**config.mk**
```make
export PLATFORM = sky130hd
export DESIGN_NAME = mpc_port_cfg
export DESIGN_NICKNAME = d
export VERILOG_FILES = /design/src/logic/mpc_pkg.sv /design/src/logic/mpc_pin_cell.sv /design/src/logic/mpc_port_cfg.sv /design/src/logic/mpc_sync.sv
export SDC_FILE = /design/constraint.sdc
export NUM_CORES = 1
export LEC_CHECK = 0
export ABC_AREA = 1
export CORE_ASPECT_RATIO = 1.75
export CORE_MARGIN = 3
export CORE_UTILIZATION = 50
export CTS_BUF_LIST = sky130_fd_sc_hd__clkbuf_16
export CTS_CLUSTER_DIAMETER = 30
export DETAILED_ROUTE_END_ITERATION = 8
export DONT_BUFFER_PORTS = 1
export MAX_ROUTING_LAYER = met4
export PLACE_DENSITY_LB_ADDON = 0.12
export SLEW_MARGIN = 10
export SYNTH_ARGS = -nofsm -noshare
export SYNTH_HDL_FRONTEND = slang
export SYNTH_HIERARCHICAL = 1
export SYNTH_SLANG_ARGS = --single-unit
```
**constraint.sdc**
```tcl
create_clock -name clk -period 2.5 [get_ports clk]
set_clock_uncertainty 0.05 [all_clocks]
set_input_delay 0.375 -clock clk [delete_from_list [all_inputs] [get_ports clk]]
set_output_delay 0.375 -clock clk [all_outputs]
set_load 0.05 [all_outputs]
```
**src/logic/mpc_pkg.sv**
```systemverilog
// shared constants for the port configuration block
package mpc_pkg;
    // port geometry
    localparam int PORT_W = 8;
    localparam int NUM_GEN_PORTS = 3;
    localparam int WAKE_PORT = 0;
    // register map, byte addresses
    localparam logic [7:0] PORT_STRIDE = 8'h04;
    localparam logic [7:0] OFS_DATA = 8'h00;
    localparam logic [7:0] OFS_CFG = 8'h01;
    localparam logic [7:0] OFS_PINS = 8'h02;
    localparam logic [7:0] MIXED_BASE = 8'h0C;
    // reset values
    localparam logic [7:0] CFG_RST = 8'h00;
    localparam logic [7:0] DATA_RST = 8'h00;
    // mixed port special bit positions
    localparam int MX_SUP = 1;
    localparam int MX_SDO = 4;
    localparam int MX_SCK = 5;
    localparam int MX_IN6 = 6;
    localparam int MX_OSC = 7;
    localparam int MX_ALT_PHASE = 6;
    localparam int MX_DLY_EN = 7;
    localparam int MX_IDLE = 6;
    localparam int MX_HALT = 7;
    // oscillator option codes
    localparam logic [1:0] OSC_EXT = 2'h0;
    localparam logic [1:0] OSC_RC = 2'h1;
    localparam int OSC_XTAL_BIT = 1;
    // start-up delay length in cycles
    localparam int DLY_W = 16;
    localparam logic [15:0] STARTUP_DLY_CYC = 16'h0100;
    // power mode states
    typedef enum logic [1:0] {
        MPC_RUN = 2'b00,
        MPC_IDLE = 2'b01,
        MPC_HALT = 2'b10,
        MPC_DLY = 2'b11
    } mpc_pmode_t;
endpackage

```
**src/logic/mpc_pin_cell.sv**
```systemverilog
// decode of one pin's configuration and data bits
`timescale 1ns/1ps
`default_nettype none
module mpc_pin_cell (
    // register bits
    input wire logic cfg,
    input wire logic dat,
    // pad controls
    output logic oe,
    output logic out,
    output logic pu
);
    // 00 hi-z, 01 pull-up, 10 drive low, 11 drive high
    assign oe = cfg; // see RL1
    assign out = cfg & dat; // see RL1
    assign pu = ~cfg & dat; // see RL1
endmodule
`default_nettype wire

```
**src/logic/mpc_port_cfg.sv**
```systemverilog
// microcontroller port configuration logic, general and mixed ports
// Notes on behaviour
// RL1 - configuration and data bits select hi-z, pull-up, drive low or drive high
// RL2 - each port has configuration, output data and pin level locations
// RL3 - unbonded port bits read back whatever the floating pad gives
// RL4 - software sets unbonded bits as outputs to save supply current
// RL5 - mixed pin 6 is always a hi-z input
// RL6 - supervisor option drives mixed pin 1 with pull-up, its bits ignored
// RL7 - without supervisor option mixed pin 1 is ordinary I/O
// RL8 - crystal option makes mixed pin 7 the oscillator drive output
// RL9 - otherwise pin 7 is hi-z input whose rising edge ends halt
// RL10 - mixed data bits 6 and 7 read as zero
// RL11 - writing one to mixed data bit 7 enters halt
// RL12 - writing one to mixed data bit 6 enters idle
// RL13 - mixed configuration bit 6 selects alternate shift clock phase
// RL14 - mixed configuration bit 7 enables start-up delay after halt with R/C
// RL15 - mixed pins carry interrupt, capture, timer, serial out, clock, in
// RL16 - wake-up port pins are Schmitt inputs usable as wake-up sources
// RL17 - external interrupt and timer levels last at least one cycle
// RL18 - software leaves registers of an unbonded port unused
// RL19 - pin level locations return synchronised levels regardless of setup
//
// The implementer's own choices: the placing of the registers and the plain strobed port.
`timescale 1ns/1ps
`default_nettype none
module mpc_port_cfg #(
    parameter int NP = mpc_pkg::NUM_GEN_PORTS,
    parameter logic [15:0] DLY_CYC = mpc_pkg::STARTUP_DLY_CYC
) (
    // clock and reset
    input wire logic clk,
    input wire logic rst_b,
    // register port
    input wire logic [7:0] reg_addr,
    input wire logic [7:0] reg_wdata,
    input wire logic reg_wr,
    input wire logic reg_rd,
    output logic [7:0] reg_rdata,
    // factory option straps
    input wire logic supervisor_enable,
    input wire logic [1:0] osc_option,
    // general port pads
    input wire logic [NP*8-1:0] gen_pin_in,
    output logic [NP*8-1:0] gen_pin_out,
    output logic [NP*8-1:0] gen_pin_oe,
    output logic [NP*8-1:0] gen_pin_pullup,
    // mixed port pads
    input wire logic [7:0] mix_pin_in,
    output logic [7:0] mix_pin_out,
    output logic [7:0] mix_pin_oe,
    output logic [7:0] mix_pin_pullup,
    // alternate function sources
    input wire logic supervisor_out_pin,
    input wire logic osc_drive_output,
    input wire logic serial_data_out,
    input wire logic serial_shift_clock_out,
    input wire logic [1:0] serial_drive_en,
    // alternate function inputs seen by peripherals
    output logic external_interrupt_input,
    output logic timer_capture_input,
    output logic timer_io_pin,
    output logic serial_shift_clock,
    output logic serial_data_in,
    output logic [7:0] wake_pin_edge,
    // power control
    input wire logic halt_wake_req,
    input wire logic idle_wake_req,
    output logic halt_mode,
    output logic idle_mode,
    output logic startup_delay_enable,
    output logic alt_shift_clock_phase
);
    localparam int NB = NP * 8;

    typedef struct packed {
        logic opt_ok;
        logic sup_en;
        logic [1:0] osc_opt;
        logic [NP-1:0][7:0] cfg;
        logic [NP-1:0][7:0] dat;
        logic [7:0] mcfg;
        logic [5:0] mdat;
        mpc_pkg::mpc_pmode_t pm;
        logic [mpc_pkg::DLY_W-1:0] dly_cnt;
        logic halt;
        logic idle;
        logic dly;
        logic g7_prev;
        logic [7:0] wake_prev;
        logic [7:0] wake_edge;
        logic [7:0] rdata;
        logic [NB-1:0] g_out;
        logic [NB-1:0] g_oe;
        logic [NB-1:0] g_pu;
        logic [7:0] m_out;
        logic [7:0] m_oe;
        logic [7:0] m_pu;
    } mpc_state_t;

    mpc_state_t s, n;
    logic [NB+7:0] pin_sync;
    logic [NB-1:0] gc_oe, gc_out, gc_pu;
    logic [7:0] mc_oe, mc_out, mc_pu;
    logic [7:0] mix_lvl;
    logic xtal, rc_opt, g7_rise;

    // address match against a register location
    function automatic logic addr_hit(input logic [7:0] a, input logic [7:0] loc);
        addr_hit = (a == loc);
    endfunction

    // synchronised pad levels
    mpc_sync #(.W(NB + 8)) u_sync (
        .clk(clk),
        .rst_b(rst_b),
        .d({mix_pin_in, gen_pin_in}),
        .q(pin_sync)
    );

    // per-pin decode for general and mixed ports
    genvar gi;
    generate
        for (gi = 0; gi < NB; gi++) begin : g_gen
            mpc_pin_cell u_cell (
                .cfg(s.cfg[gi/8][gi%8]),
                .dat(s.dat[gi/8][gi%8]),
                .oe(gc_oe[gi]),
                .out(gc_out[gi]),
                .pu(gc_pu[gi])
            );
        end
        for (gi = 0; gi < 6; gi++) begin : g_mix
            mpc_pin_cell u_cell (
                .cfg(s.mcfg[gi]),
                .dat(s.mdat[gi]),
                .oe(mc_oe[gi]),
                .out(mc_out[gi]),
                .pu(mc_pu[gi])
            );
        end
    endgenerate
    // pins 6 and 7 never use the plain decode
    assign mc_oe[7:6] = 2'h0; // see RL5
    assign mc_out[7:6] = 2'h0;
    assign mc_pu[7:6] = 2'h0;

    // option and edge decode
    assign mix_lvl = pin_sync[NB +: 8];
    assign xtal = s.osc_opt[mpc_pkg::OSC_XTAL_BIT];
    assign rc_opt = (s.osc_opt == mpc_pkg::OSC_RC);
    assign g7_rise = ~xtal & mix_lvl[mpc_pkg::MX_OSC] & ~s.g7_prev; // see RL9

    // next-state logic
    always_comb begin
        n = s;
        // straps caught once after reset release
        if (!s.opt_ok) begin
            n.opt_ok = 1'b1;
            n.sup_en = supervisor_enable;
            n.osc_opt = osc_option;
        end
        // register writes
        if (reg_wr) begin
            for (int p = 0; p < NP; p++) begin
                if (addr_hit(reg_addr, 8'(p * mpc_pkg::PORT_STRIDE) + mpc_pkg::OFS_DATA)) begin
                    n.dat[p] = reg_wdata; // see RL2
                end
                if (addr_hit(reg_addr, 8'(p * mpc_pkg::PORT_STRIDE) + mpc_pkg::OFS_CFG)) begin
                    n.cfg[p] = reg_wdata; // see RL2
                end
            end
            if (addr_hit(reg_addr, mpc_pkg::MIXED_BASE + mpc_pkg::OFS_CFG)) begin
                n.mcfg = reg_wdata;
            end
            if (addr_hit(reg_addr, mpc_pkg::MIXED_BASE + mpc_pkg::OFS_DATA)) begin
                n.mdat = reg_wdata[5:0];
            end
        end
        // power mode sequencing
        case (s.pm)
            mpc_pkg::MPC_RUN: begin
                if (reg_wr && addr_hit(reg_addr, mpc_pkg::MIXED_BASE + mpc_pkg::OFS_DATA)) begin
                    if (reg_wdata[mpc_pkg::MX_HALT]) begin
                        n.pm = mpc_pkg::MPC_HALT; // see RL11
                    end else if (reg_wdata[mpc_pkg::MX_IDLE]) begin
                        n.pm = mpc_pkg::MPC_IDLE; // see RL12
                    end
                end
            end
            mpc_pkg::MPC_IDLE: begin
                if (idle_wake_req) begin
                    n.pm = mpc_pkg::MPC_RUN;
                end
            end
            mpc_pkg::MPC_HALT: begin
                if (g7_rise || halt_wake_req) begin // see RL9
                    n.dly_cnt = '0;
                    if (s.mcfg[mpc_pkg::MX_DLY_EN] && rc_opt) begin
                        n.pm = mpc_pkg::MPC_DLY; // see RL14
                    end else begin
                        n.pm = mpc_pkg::MPC_RUN;
                    end
                end
            end
            mpc_pkg::MPC_DLY: begin
                n.dly_cnt = s.dly_cnt + 1'b1;
                if (s.dly_cnt == DLY_CYC - 1'b1) begin
                    n.pm = mpc_pkg::MPC_RUN;
                end
            end
            default: begin
                n.pm = mpc_pkg::MPC_RUN;
            end
        endcase
        n.halt = (n.pm == mpc_pkg::MPC_HALT);
        n.idle = (n.pm == mpc_pkg::MPC_IDLE);
        n.dly = (n.pm == mpc_pkg::MPC_DLY);
        // edge tracking for wake-up sources
        n.g7_prev = mix_lvl[mpc_pkg::MX_OSC];
        n.wake_prev = pin_sync[mpc_pkg::WAKE_PORT*8 +: 8];
        n.wake_edge = pin_sync[mpc_pkg::WAKE_PORT*8 +: 8] ^ s.wake_prev; // see RL16
        // read data, one cycle after the strobe
        n.rdata = 8'h00;
        if (reg_rd) begin
            for (int p = 0; p < NP; p++) begin
                if (addr_hit(reg_addr, 8'(p * mpc_pkg::PORT_STRIDE) + mpc_pkg::OFS_DATA)) begin
                    n.rdata = s.dat[p];
                end
                if (addr_hit(reg_addr, 8'(p * mpc_pkg::PORT_STRIDE) + mpc_pkg::OFS_CFG)) begin
                    n.rdata = s.cfg[p];
                end
                if (addr_hit(reg_addr, 8'(p * mpc_pkg::PORT_STRIDE) + mpc_pkg::OFS_PINS)) begin
                    n.rdata = pin_sync[p*8 +: 8]; // see RL19, see RL3
                end
            end
            if (addr_hit(reg_addr, mpc_pkg::MIXED_BASE + mpc_pkg::OFS_DATA)) begin
                n.rdata = {2'h0, s.mdat}; // see RL10
            end
            if (addr_hit(reg_addr, mpc_pkg::MIXED_BASE + mpc_pkg::OFS_CFG)) begin
                n.rdata = s.mcfg;
            end
            if (addr_hit(reg_addr, mpc_pkg::MIXED_BASE + mpc_pkg::OFS_PINS)) begin
                n.rdata = mix_lvl; // see RL19
            end
        end
        // general pad controls
        n.g_out = gc_out; // see RL1
        n.g_oe = gc_oe;
        n.g_pu = gc_pu;
        // mixed pad controls with special pins
        n.m_out = mc_out; // see RL7
        n.m_oe = mc_oe;
        n.m_pu = mc_pu;
        if (s.mcfg[mpc_pkg::MX_SDO] && serial_drive_en[0]) begin
            n.m_out[mpc_pkg::MX_SDO] = serial_data_out; // see RL15
        end
        if (s.mcfg[mpc_pkg::MX_SCK] && serial_drive_en[1]) begin
            n.m_out[mpc_pkg::MX_SCK] = serial_shift_clock_out; // see RL15
        end
        if (s.sup_en) begin
            n.m_oe[mpc_pkg::MX_SUP] = ~supervisor_out_pin; // see RL6
            n.m_out[mpc_pkg::MX_SUP] = 1'b0;
            n.m_pu[mpc_pkg::MX_SUP] = 1'b1;
        end
        if (xtal) begin
            n.m_oe[mpc_pkg::MX_OSC] = 1'b1; // see RL8
            n.m_out[mpc_pkg::MX_OSC] = osc_drive_output;
        end
    end

    // state registers
    always_ff @(posedge clk or negedge rst_b) begin
        if (!rst_b) begin
            s <= '0;
            s.cfg <= {NP{mpc_pkg::CFG_RST}};
            s.dat <= {NP{mpc_pkg::DATA_RST}};
            s.mcfg <= mpc_pkg::CFG_RST;
            s.mdat <= mpc_pkg::DATA_RST[5:0];
            s.pm <= mpc_pkg::MPC_RUN;
        end else begin
            s <= n;
        end
    end

    // outputs straight from state
    assign reg_rdata = s.rdata;
    assign gen_pin_out = s.g_out;
    assign gen_pin_oe = s.g_oe;
    assign gen_pin_pullup = s.g_pu;
    assign mix_pin_out = s.m_out;
    assign mix_pin_oe = s.m_oe;
    assign mix_pin_pullup = s.m_pu;
    assign external_interrupt_input = mix_lvl[0]; // see RL15, see RL17
    assign timer_capture_input = mix_lvl[2];
    assign timer_io_pin = mix_lvl[3];
    assign serial_shift_clock = mix_lvl[mpc_pkg::MX_SCK];
    assign serial_data_in = mix_lvl[mpc_pkg::MX_IN6];
    assign wake_pin_edge = s.wake_edge;
    assign halt_mode = s.halt;
    assign idle_mode = s.idle;
    assign startup_delay_enable = s.dly;
    assign alt_shift_clock_phase = s.mcfg[mpc_pkg::MX_ALT_PHASE]; // see RL13
endmodule
`default_nettype wire

```
**src/logic/mpc_sync.sv**
```systemverilog
// two-stage level synchroniser for pad inputs
`timescale 1ns/1ps
`default_nettype none
module mpc_sync #(
    parameter int W = 8
) (
    // clock and reset
    input wire logic clk,
    input wire logic rst_b,
    // levels
    input wire logic [W-1:0] d,
    output logic [W-1:0] q
);
    typedef struct packed {
        logic [W-1:0] s1;
        logic [W-1:0] s2;
    } mpc_sync_t;

    mpc_sync_t s, n;

    // first stage feeds only the second
    always_comb begin
        n = s;
        n.s1 = d;
        n.s2 = s.s1;
    end

    // state registers
    always_ff @(posedge clk or negedge rst_b) begin
        if (!rst_b) begin
            s <= '0;
        end else begin
            s <= n;
        end
    end

    assign q = s.s2;
endmodule
`default_nettype wire

```
---- After elaboration in Yosys (flattened, before gate mapping) ----
Index checks and enable logic that the tools add are counted.
cells by class
  bitwise gates (word level) .............. 96
  equality and inequality tests ........... 20
  add/subtract/negate cells ............... 1
  muxes and demuxes ....................... 29
  reductions and logical operators ........ 17
operators by type and width
  kind                                             count
  two-way mux 8 bit                                13
  bitwise AND 1 bit                                62
  == test 8 x 4 -> 1 bit (second input constant)   6
  inverter 1 bit                                   33
  one-hot mux 16 bit (2 select lines)              1
  == test 8 x 3 -> 1 bit (second input constant)   3
  two-way mux 18 bit                               1
  AND reduction 2 bit                              9
  adder 16 x 1 -> 16 bit (second input constant)   1
  == test 16 x 8 -> 1 bit (second input constant)  1
  two-way mux 2 bit                                6
  == test 2 bit (second input constant)            4
  == test 8 x 1 -> 1 bit (second input constant)   1
  == test 8 x 2 -> 1 bit (second input constant)   1
  logical NOT 8 bit                                1
  one-hot mux 2 bit (4 select lines)               1
  XOR 8 bit                                        1
  two-way mux 1 bit                                7
  == test 2 x 1 -> 1 bit (second input constant)   3
  logical AND 1 bit                                4
  logical NOT 2 bit                                1
  != test 2 bit (second input constant)            1
  nonzero test 2 bit                               1
  logical OR 1 bit                                 1
word-level totals
  register bits ........................... 268
  output and inout port bits .............. 121
  word-level logic and storage cells ...... 191

---- Longest topological paths before layout ----
Gate-level depths: netlist (run 1).
  depth in word-level cells ............... 14
  mapped depth ............................ 12

---- Hierarchy ----
Netlist (run 1), hierarchy kept.
modules (own cells, without submodules)
  module        area each (um^2)  seq. area each (um^2)  times used  cells each
  mpc_port_cfg  8,433.1           5,104.9                1           847
  mpc_sync      1,601.5           1,601.5                1           64
  mpc_pin_cell  25.0              0.0                    30          5

---- Worst setup path before layout (run 1) ----
Ideal clock, no wire load.
  path type ............................... reg2reg
  start point ............................. register s[205] (netlist bit)
  end point ............................... register s[134] (netlist bit)
  buffers on the path ..................... 0
  arrival ................................. 1,479 ps
  setup slack ............................. 852 ps
  stages on the path, launching flop included .. 11
  clock period less this slack ............ 1,648 ps
  required time ........................... 2,331 ps
  path through ............................ dfrtp_1 -> o31ai_2 -> nand2_1 -> nand2_2 -> nand2_1 -> inv_1 -> nand2_1 -> nor3_2 -> nand3_1 -> nand2_1 -> nor2_1
between the ends
  longest elaborated chain between the ends .. 6
ends and longest elaborated chain
  element                               line                 RTL
  start: declaration                    mpc_port_cfg.sv:100  mpc_state_t s, n;
  start signal: assignment              mpc_port_cfg.sv:281  s <= n;
  inverter 1 bit                        mpc_port_cfg.sv:151  assign g7_rise = ~xtal & mix_lvl[mpc_pkg::MX_OSC] & ~s.g7_prev;
  bitwise AND 1 bit (2 in series)       mpc_port_cfg.sv:151
  logical OR 1 bit                      mpc_port_cfg.sv:196  if (g7_rise || halt_wake_req) begin
  != test 2 bit (no source line)        --
  AND reduction 2 bit (no source line)  --
No other way between the ends.
A chain may end at the register's enable or synchronous reset.

---- Worst setup path after layout (run 1) ----
Same ends and word-level chain as after synthesis.

==> results of run 1 <==
-- worst max-delay path, cell delays in order, from the launching register on --
cell and delay (ns):
dfrtp_1 0.41, o31ai_2 0.28, nand2_1 0.22, nand2_2 0.23, nand2_1 0.10, inv_1 0.09, nand2_1 0.12, nor3_2 0.19
nand3_1 0.09, nand2_1 0.07, nor2_1 0.04
-- final cells by class --
cell class	instances	area share (%)
flip-flops and latches	268	58.30
repair buffers	45	3.872
clock buffers	31	6.744
multi-input cells	499	21.19
inverters	142	4.633
clock inverters	27	2.523
well taps	252	2.741
-- cell usage in the layout (no fill, tap or decap), types with 2 or more instances in the layout --
cell type,count
a21oi_1,19
a31oi_1,3
buf_4,2
bufinv_16,3
clkbuf_16,31
clkinv_1,2
clkinv_2,2
clkinv_8,2
clkinvlp_4,4
conb_1,5
dfrtp_1,268
dlygate4sd3_1,43
inv_1,143
inv_2,2
inv_6,5
inv_8,5
nand2_1,207
nand2_2,5
nand3_1,47
nand4_1,13
nor2_1,31
nor2_2,36
nor2_4,5
nor3_1,6
nor4_1,5
o21ai_0,74
o21ai_1,5
o22ai_1,2
or2_0,3
or2_2,8
xor2_1,11
-- report_power, final --
part           internal [uW]  total, uW  switching [uW]  leakage [uW]
clock network           2660       4540            1890      0.000523
logic                   99.4        227             128       0.00175
registers               4510       4930             415       0.00346
-- metal layers --
layer | GRT usage [%] | vias up | wire length (um)
met5 | - | - | 0
met4 | 8.774 | 0 | 932
met3 | 2.993 | 52 | 899
met2 | 41.14 | 179 | 14370
met1 | 21.93 | 3028 | 8147
li1 | - | 3016 | -
-- worst min path at each step --
stage          slack [ns]  startpoint               endpoint  depth (start not counted)
2_1_floorplan        0.03       rst_b  alt_shift_clock_phase                          0
3_3_place_gp         0.04       rst_b        gen_pin_out[12]                          0
3_5_place_dp         0.03       rst_b         gen_pin_oe[10]                          0
4_1_cts             -0.57       rst_b         gen_pin_oe[10]                          0
5_1_grt             -0.55       rst_b     gen_pin_pullup[12]                          0
6_report            -0.53       rst_b          mix_pin_oe[4]                          0
-- stage by stage --
step / instances / worst slack [ns] / utilization [%] / total power (uW)
2_1_floorplan: 1064 / 0.8520 / - / 5202
3_3_place_gp: 1163 / 0.5194 / 47.61 / 5181
3_5_place_dp: 1163 / 0.4954 / 47.61 / 5188
4_1_cts: 1264 / 0.5025 / 54.73 / 9828
5_1_grt: 1264 / 0.3500 / 54.73 / 10030
6_report: 1264 / 0.4728 / 54.73 / 9697
-- cells by family (layout without fill, tap and decap cells) --
family | Yosys count | after routing | share of synthesized area [%]
mux | 1 | 1 | 0.1044
xor+xnor | 11 | 11 | 0.8932
buf+inv | 297 | 245 | 15.32
compound gates | 110 | 110 | 5.464
other cells | 2 | 5 | 0.06963
flops | 268 | 268 | 62.18
fa+ha+maj | 1 | 1 | 0.1160
simple gates | 371 | 371 | 15.85
-- flip-flops by register name, summed over array words and instances (netlist names) --
| name | cells |
|---|---|
| startup_delay_enable | 1 |
| idle_mode | 1 |
| gen_pin_out | 24 |
| u_sync/n | 32 |
| alt_shift_clock_phase | 1 |
| reg_rdata | 8 |
| u_sync/q | 32 |
| gen_pin_pullup | 24 |
| s | 92 |
| wake_pin_edge | 8 |
| gen_pin_oe | 24 |
| mix_pin_out | 7 |
| halt_mode | 1 |
| mix_pin_oe | 7 |
| mix_pin_pullup | 6 |
==> metrics.md, run 1 <==
| Metric | Value |
|---|---|
| Floorplan die height | `200.3 um` |
| Setup Buffers After CTS | `0` |
| Register area | `0.006706 sq mm` |
| Total grt overflow | `0` |
| FF-to-FF path depth | `10` |
| Clock Latency Late Sink | `0.56 ns` |
| Gp weighted congestion | `0.9361` |
| Top achievable clock speed | `a little under 500 MHz` |
| Outcome | `finished, violations left` |
| DR pass1 iterations | `5` |
| Largest net degree at the start of global routing | `269` |
| Peak VDD IR | `between 0.0007 and 0.0008 V` |
| FFs w/ async S/R, synth | `100.0%` |
| Worst setup path end | `s[134]` |
| Final Instance Area | `0.01150 sq mm` |
| HP Class | `in2async` |
| Fin Hold WS | `-0.5329 ns` |
| Crit path time final | `2.027 ns` |
| Least-Margin Pin Slew | `0.6933 ns` |
| Total Routed Length | `~24000 um` |
| Die X | `117.0 um` |
| Max-slew headroom | `53.78%` |
| CP Max Fanout | `10` |
| Slew Limit Fails | `0` |
| Row cnt | `70` |
| Clk buf depth | `3` |
| Failing checks | `hold timing` |
| HPWL after detailed placement | `17600 um` |
| Post-synth top cells | `dfrtp_1 (268), nand2_1 (207), buf_4 (142)` |
| Placement Cell Area | `0.01001 sq mm` |
| Nets | `between 1000 and 1500` |
| CTS tree | `yes` |
| Critical R2R Capture | `s[134]` |
| Vias in the first global route | `6476` |
| # clock sinks | `268` |
| RSZ-0062 raised after global routing | `no` |
| Layout filler cell count | `1856` |
| PortBufs | `0` |
| Worst Path Arrival | `2.42 ns` |
| Gr usage total | `21.91%` |
| CP Data Required Time | `2.90 ns` |
| PD cells | `843.0 mW/mm^2` |
| Die footprint | `0.02344 sq mm` |
| First-pass GRT wire length | `37160 um` |
| CTS resizes | `0` |
| Share of layout cells above drive strength 1 | `11.66%` |
| Setup TNS | `0 ns` |
| R2R setup slack | `about 0.47 ns` |
| P&R area growth vs syn | `6.659%` |
| Root Driver | `clkbuf_16` |
| I/O pin cnt | `184` |
| Top-area cell type share of the netlist area | `62.18%` |
| Number of synthesized flops with an enable pin | `0` |
| Vias per cell | `around 5.0` |
| Iter 0 DRT Violations | `314` |
| Crit Path Class | `reg2reg` |
| Sequential-to-total area share from yosys stat | `~62%` |
| Final Hold Fails | `268` |
| Count leader, synth | `dfrtp_1` |
| Period utilisation layout | `between 80% and 90%` |
| CP Launch Type | `register` |
| Post-Syn Area | `~0.011 sq mm` |
| Initial Util | `51.31%` |
| Core area | `0.02102 sq mm` |
| # Max-Cap Violations | `0` |
| Via count | `6275` |
| # DRC | `0` |
| Drt wl/cell | `around 19 um` |
| Antenna Violating Nets Remaining | `0` |
| Worst setup path start | `s[205]` |
| Unique masters post-synth | `38` |
| #FFs+latches synth | `268` |
| Clk pin slew, worst setup/hold paths | `0.06 ns` |
| YS warnings | `6` |
| Yosys top cell by area | `dfrtp_1` |
| H-tree Lvls | `1` |
| Area occupied by multi-input gates | `about 0.0024 sq mm` |
| Crit. End Element | `register` |
| Main synth FF type | `dfrtp_1` |
| P_leak | `approximately 0.0057 uW` |
| Initial antenna violation count | `0` |
| Syn Area/Cell | `between 10 and 15 sq um` |
| Gate Count Post-Synth | `roughly 1100` |
| Setup-failing EPs final | `0` |
| Total CTS buffers | `31` |
| Hold_buf cts | `43` |
| Reg-to-Reg Start | `s[205]` |
| Main area contributors after synthesis | `dfrtp_1 (62%), buf_4 (9.9%), nand2_1 (7.2%), inv_1 (4.9%), o21ai_0 (3.4%)` |
| Inserted Diodes | `0` |
(Power assumes the default switching activity.)
==> run 2: changes to the inputs <==
==> constraint.sdc (replaced) <==
create_clock -name clk -period 1.7 [get_ports clk]
set_clock_uncertainty 0.05 [all_clocks]
set_input_delay 0.255 -clock clk [delete_from_list [all_inputs] [get_ports clk]]
set_output_delay 0.255 -clock clk [all_outputs]
set_load 0.05 [all_outputs]
==> run 2 against run 1 <==
The flow still finishes with violations (hold timing). Via count is 3.4% higher. Total power increased by 51%. Sequential cell count unchanged. Worst setup slack worse by 0.43 ns. Maximum frequency rose by 22%. Sequential power increased by 46%. Clock power up 54%. Die area unchanged. Global-route usage grew 0.41 points. Critical endpoint is now halt_mode.
==> metrics.md, run 2 (synthesized netlist as in run 1, its figures left out) <==
| Metric | Value |
|---|---|
| Outcome | `finished, violations left` |
| Failing checks | `hold timing` |
| CP Launch Type | `register` |
| Largest net degree at the start of global routing | `269 (unchanged)` |
| Slew Limit Fails | `0 (unchanged)` |
| Register area | `0.006706 sq mm (unchanged)` |
| Crit. End Element | `register` |
| CP Data Required Time | `2.09 ns (-0.81 ns)` |
| CP top delay family | `simple AND/OR/NAND/NOR gates` |
| Most frequent cell on the critical path | `nand3_1` |
| Die footprint | `0.02344 sq mm (unchanged)` |
| RSZ-0062 raised after global routing | `yes` |
| Gr usage total | `22.31% (+0.41 points)` |
| # clock sinks | `268 (unchanged)` |
| CTS tree | `yes` |
| Least-Margin Pin Slew | `0.6267 ns (-0.06666 ns)` |
| HP Class | `in2async` |
| PortBufs | `0 (unchanged)` |
| Metal-1 WL | `8156 um (+0.11%)` |
| PnR Total Power | `14600 uW (+51%)` |
| Nets | `1103 (+4.9%)` |
| Total grt overflow | `0 (unchanged)` |
| Share of layout cells above drive strength 1 | `16.75% (+5.1 points)` |
| Clock Latency Late Sink | `0.50 ns (-0.06 ns)` |
| DR pass1 iterations | `4 (-1)` |
| Setup TNS | `0 ns (unchanged)` |
| # DRC | `0 (unchanged)` |
| Vias per cell | `4.935 (-0.60%)` |
| Total Routed Length | `24660 um (+1.3%)` |
| WL met3 | `864 um (-3.9%)` |
| H-tree Lvls | `2 (+1)` |
| Slowest stage cell, crit path | `nor4_1` |
| Crit Path Class | `reg2reg` |
| PD cells | `1216 mW/mm^2 (+44%)` |
| Buf+Inv Stages, Crit Path | `1 (unchanged)` |
| Wire length on met2 | `14600 um (+1.6%)` |
| HPWL after detailed placement | `17920 um (+1.8%)` |
| P_leak | `0.006036 uW (+5.3%)` |
| Largest register FFs | `92 (unchanged)` |
| Cell chain of the critical path | `nor4_1 > nand4_1 > nand3_1 > nand3_1 > nand2_2 > nand2_1 > inv_1` |
| Row cnt | `70 (unchanged)` |
| Hold_buf cts | `44 (+2.3%)` |
| P&R area growth vs syn | `11.29%` |
| Peak VDD IR | `0.001283 V (+81%)` |
| Max incr delay on CP | `0.46 ns (+0.05 ns)` |
| Worst Path Arrival | `2.05 ns (-0.37 ns)` |
| Floorplan die height | `200.3 um (unchanged)` |
| Crit path time final | `1.660 ns (-0.3668 ns)` |
| Fin Hold WS | `-0.5950 ns (-0.06216 ns)` |
| Initial Util | `51.31% (unchanged)` |
| Clk pin slew, worst setup/hold paths | `0.06 ns (about the same)` |
| First-pass GRT wire length | `37530 um (+1.0%)` |
| Most frequent cells in the layout | `dfrtp_1 (268), nand2_1 (203), inv_1 (143)` |
| Antenna Violating Nets Remaining | `0 (unchanged)` |
| Max-slew headroom | `58.22% (+4.4 points)` |
| Final Hold Fails | `268 (unchanged)` |
| Via count | `6489 (+3.4%)` |
| Root Driver | `clkbuf_16` |
| DR top layer | `met4` |
| Inserted Diodes | `0 (unchanged)` |
| Register with the most flip-flops | `s` |
| Iter 0 DRT Violations | `390 (+24%)` |
| Vias in the first global route | `6566 (+1.4%)` |
| Gp weighted congestion | `0.9230 (-1.4%)` |
| Layout filler cell count | `1819 (-2.0%)` |
| I/O pin cnt | `184 (unchanged)` |
| Die X | `117.0 um (unchanged)` |
| Drt wl/cell | `18.75 um (-2.7%)` |
| Commonest non-fill, non-tap cell in the layout | `dfrtp_1` |
| Initial antenna violation count | `0 (unchanged)` |
| Area occupied by multi-input gates | `0.002490 sq mm (+2.2%)` |
| Period utilisation layout | `97.67% (+17 points)` |
| Clk buf depth | `3 (unchanged)` |
| Total CTS buffers | `34 (+9.7%)` |
| # Max-Cap Violations | `0 (unchanged)` |
| CP Max Fanout | `5 (-5)` |
| Setup-failing EPs final | `0 (unchanged)` |
| Top achievable clock speed | `602.3 MHz (+22%)` |
| Core area | `0.02102 sq mm (unchanged)` |
## run 2: worst paths after layout
check | start | to | slack, ns | cells past startpoint
max | s[135] | halt_mode | 0.04 | 7
min | rst_b | gen_pin_out[14] | -0.60 | 0
max reg2reg | s[135] | halt_mode | 0.04 | 7
min reg2reg | u_sync/n[21] | u_sync/q[21] | 0.30 | 0
max in group asynchronous | rst_b | u_sync/q[8] | 1.65 | 0
min in group clk | idle_wake_req | s[140] | 0.02 | 5
## run 2: per-stage QoR
stage / setup slack [ns] / utilization [%] / cells / area (sq um) / hold WS (ns)
5_1_grt: -0.1176 / 57.10 / 1315 / 12000 / -0.6081
3_5_place_dp: -0.1012 / 49.20 / 1206 / 10340 / -0.08177
3_3_place_gp: -0.09143 / 49.20 / 1206 / 10340 / -0.08054
2_1_floorplan: 0.05198 / - / 1064 / 10800 / -0.09059
6_report: 0.03960 / 57.10 / 1315 / 12000 / -0.5950
4_1_cts: 0.0007350 / 56.67 / 1310 / 11910 / -0.6166
## run 2: routing by layer
metal  GRT usage, %  vias up
met3          2.811       53
met2          41.57      164
met4          9.717        0
li1               -     3110
met5              -        -
met1          22.45     3162
## run 2: layout make-up
cell class / count / area share, %
Clock buffer: 37 / 7.714
Clock inverter: 23 / 1.699
Inverter: 142 / 4.441
Multi-Input combinational cell: 499 / 20.74
Sequential cell: 268 / 55.87
Tap cell: 252 / 2.627
Timing Repair Buffer: 94 / 6.901
## run 2: power by group
group	switching, uW	leakage, uW	internal (uW)	total [uW]
registers	578	0.00346	6640	7220
clock network	2700	0.000571	4290	6980
logic	225	0.00200	170	394
## run 2: worst reg2reg max path: stages, from the launching register on
cell and delay [ns]:
dfrtp_1 0.45, nor4_1 0.46, nand4_1 0.17, nand3_1 0.16
nand3_1 0.10, nand2_2 0.09, nand2_1 0.05, inv_1 0.06
## run 2: timing repair
action | in CTS | in global routing
endpoints found under the hold margin | 319 | 268
gates resized for setup | 0 | 16
endpoints found under the setup margin | 0 | 9
setup buffers | 0 | 6
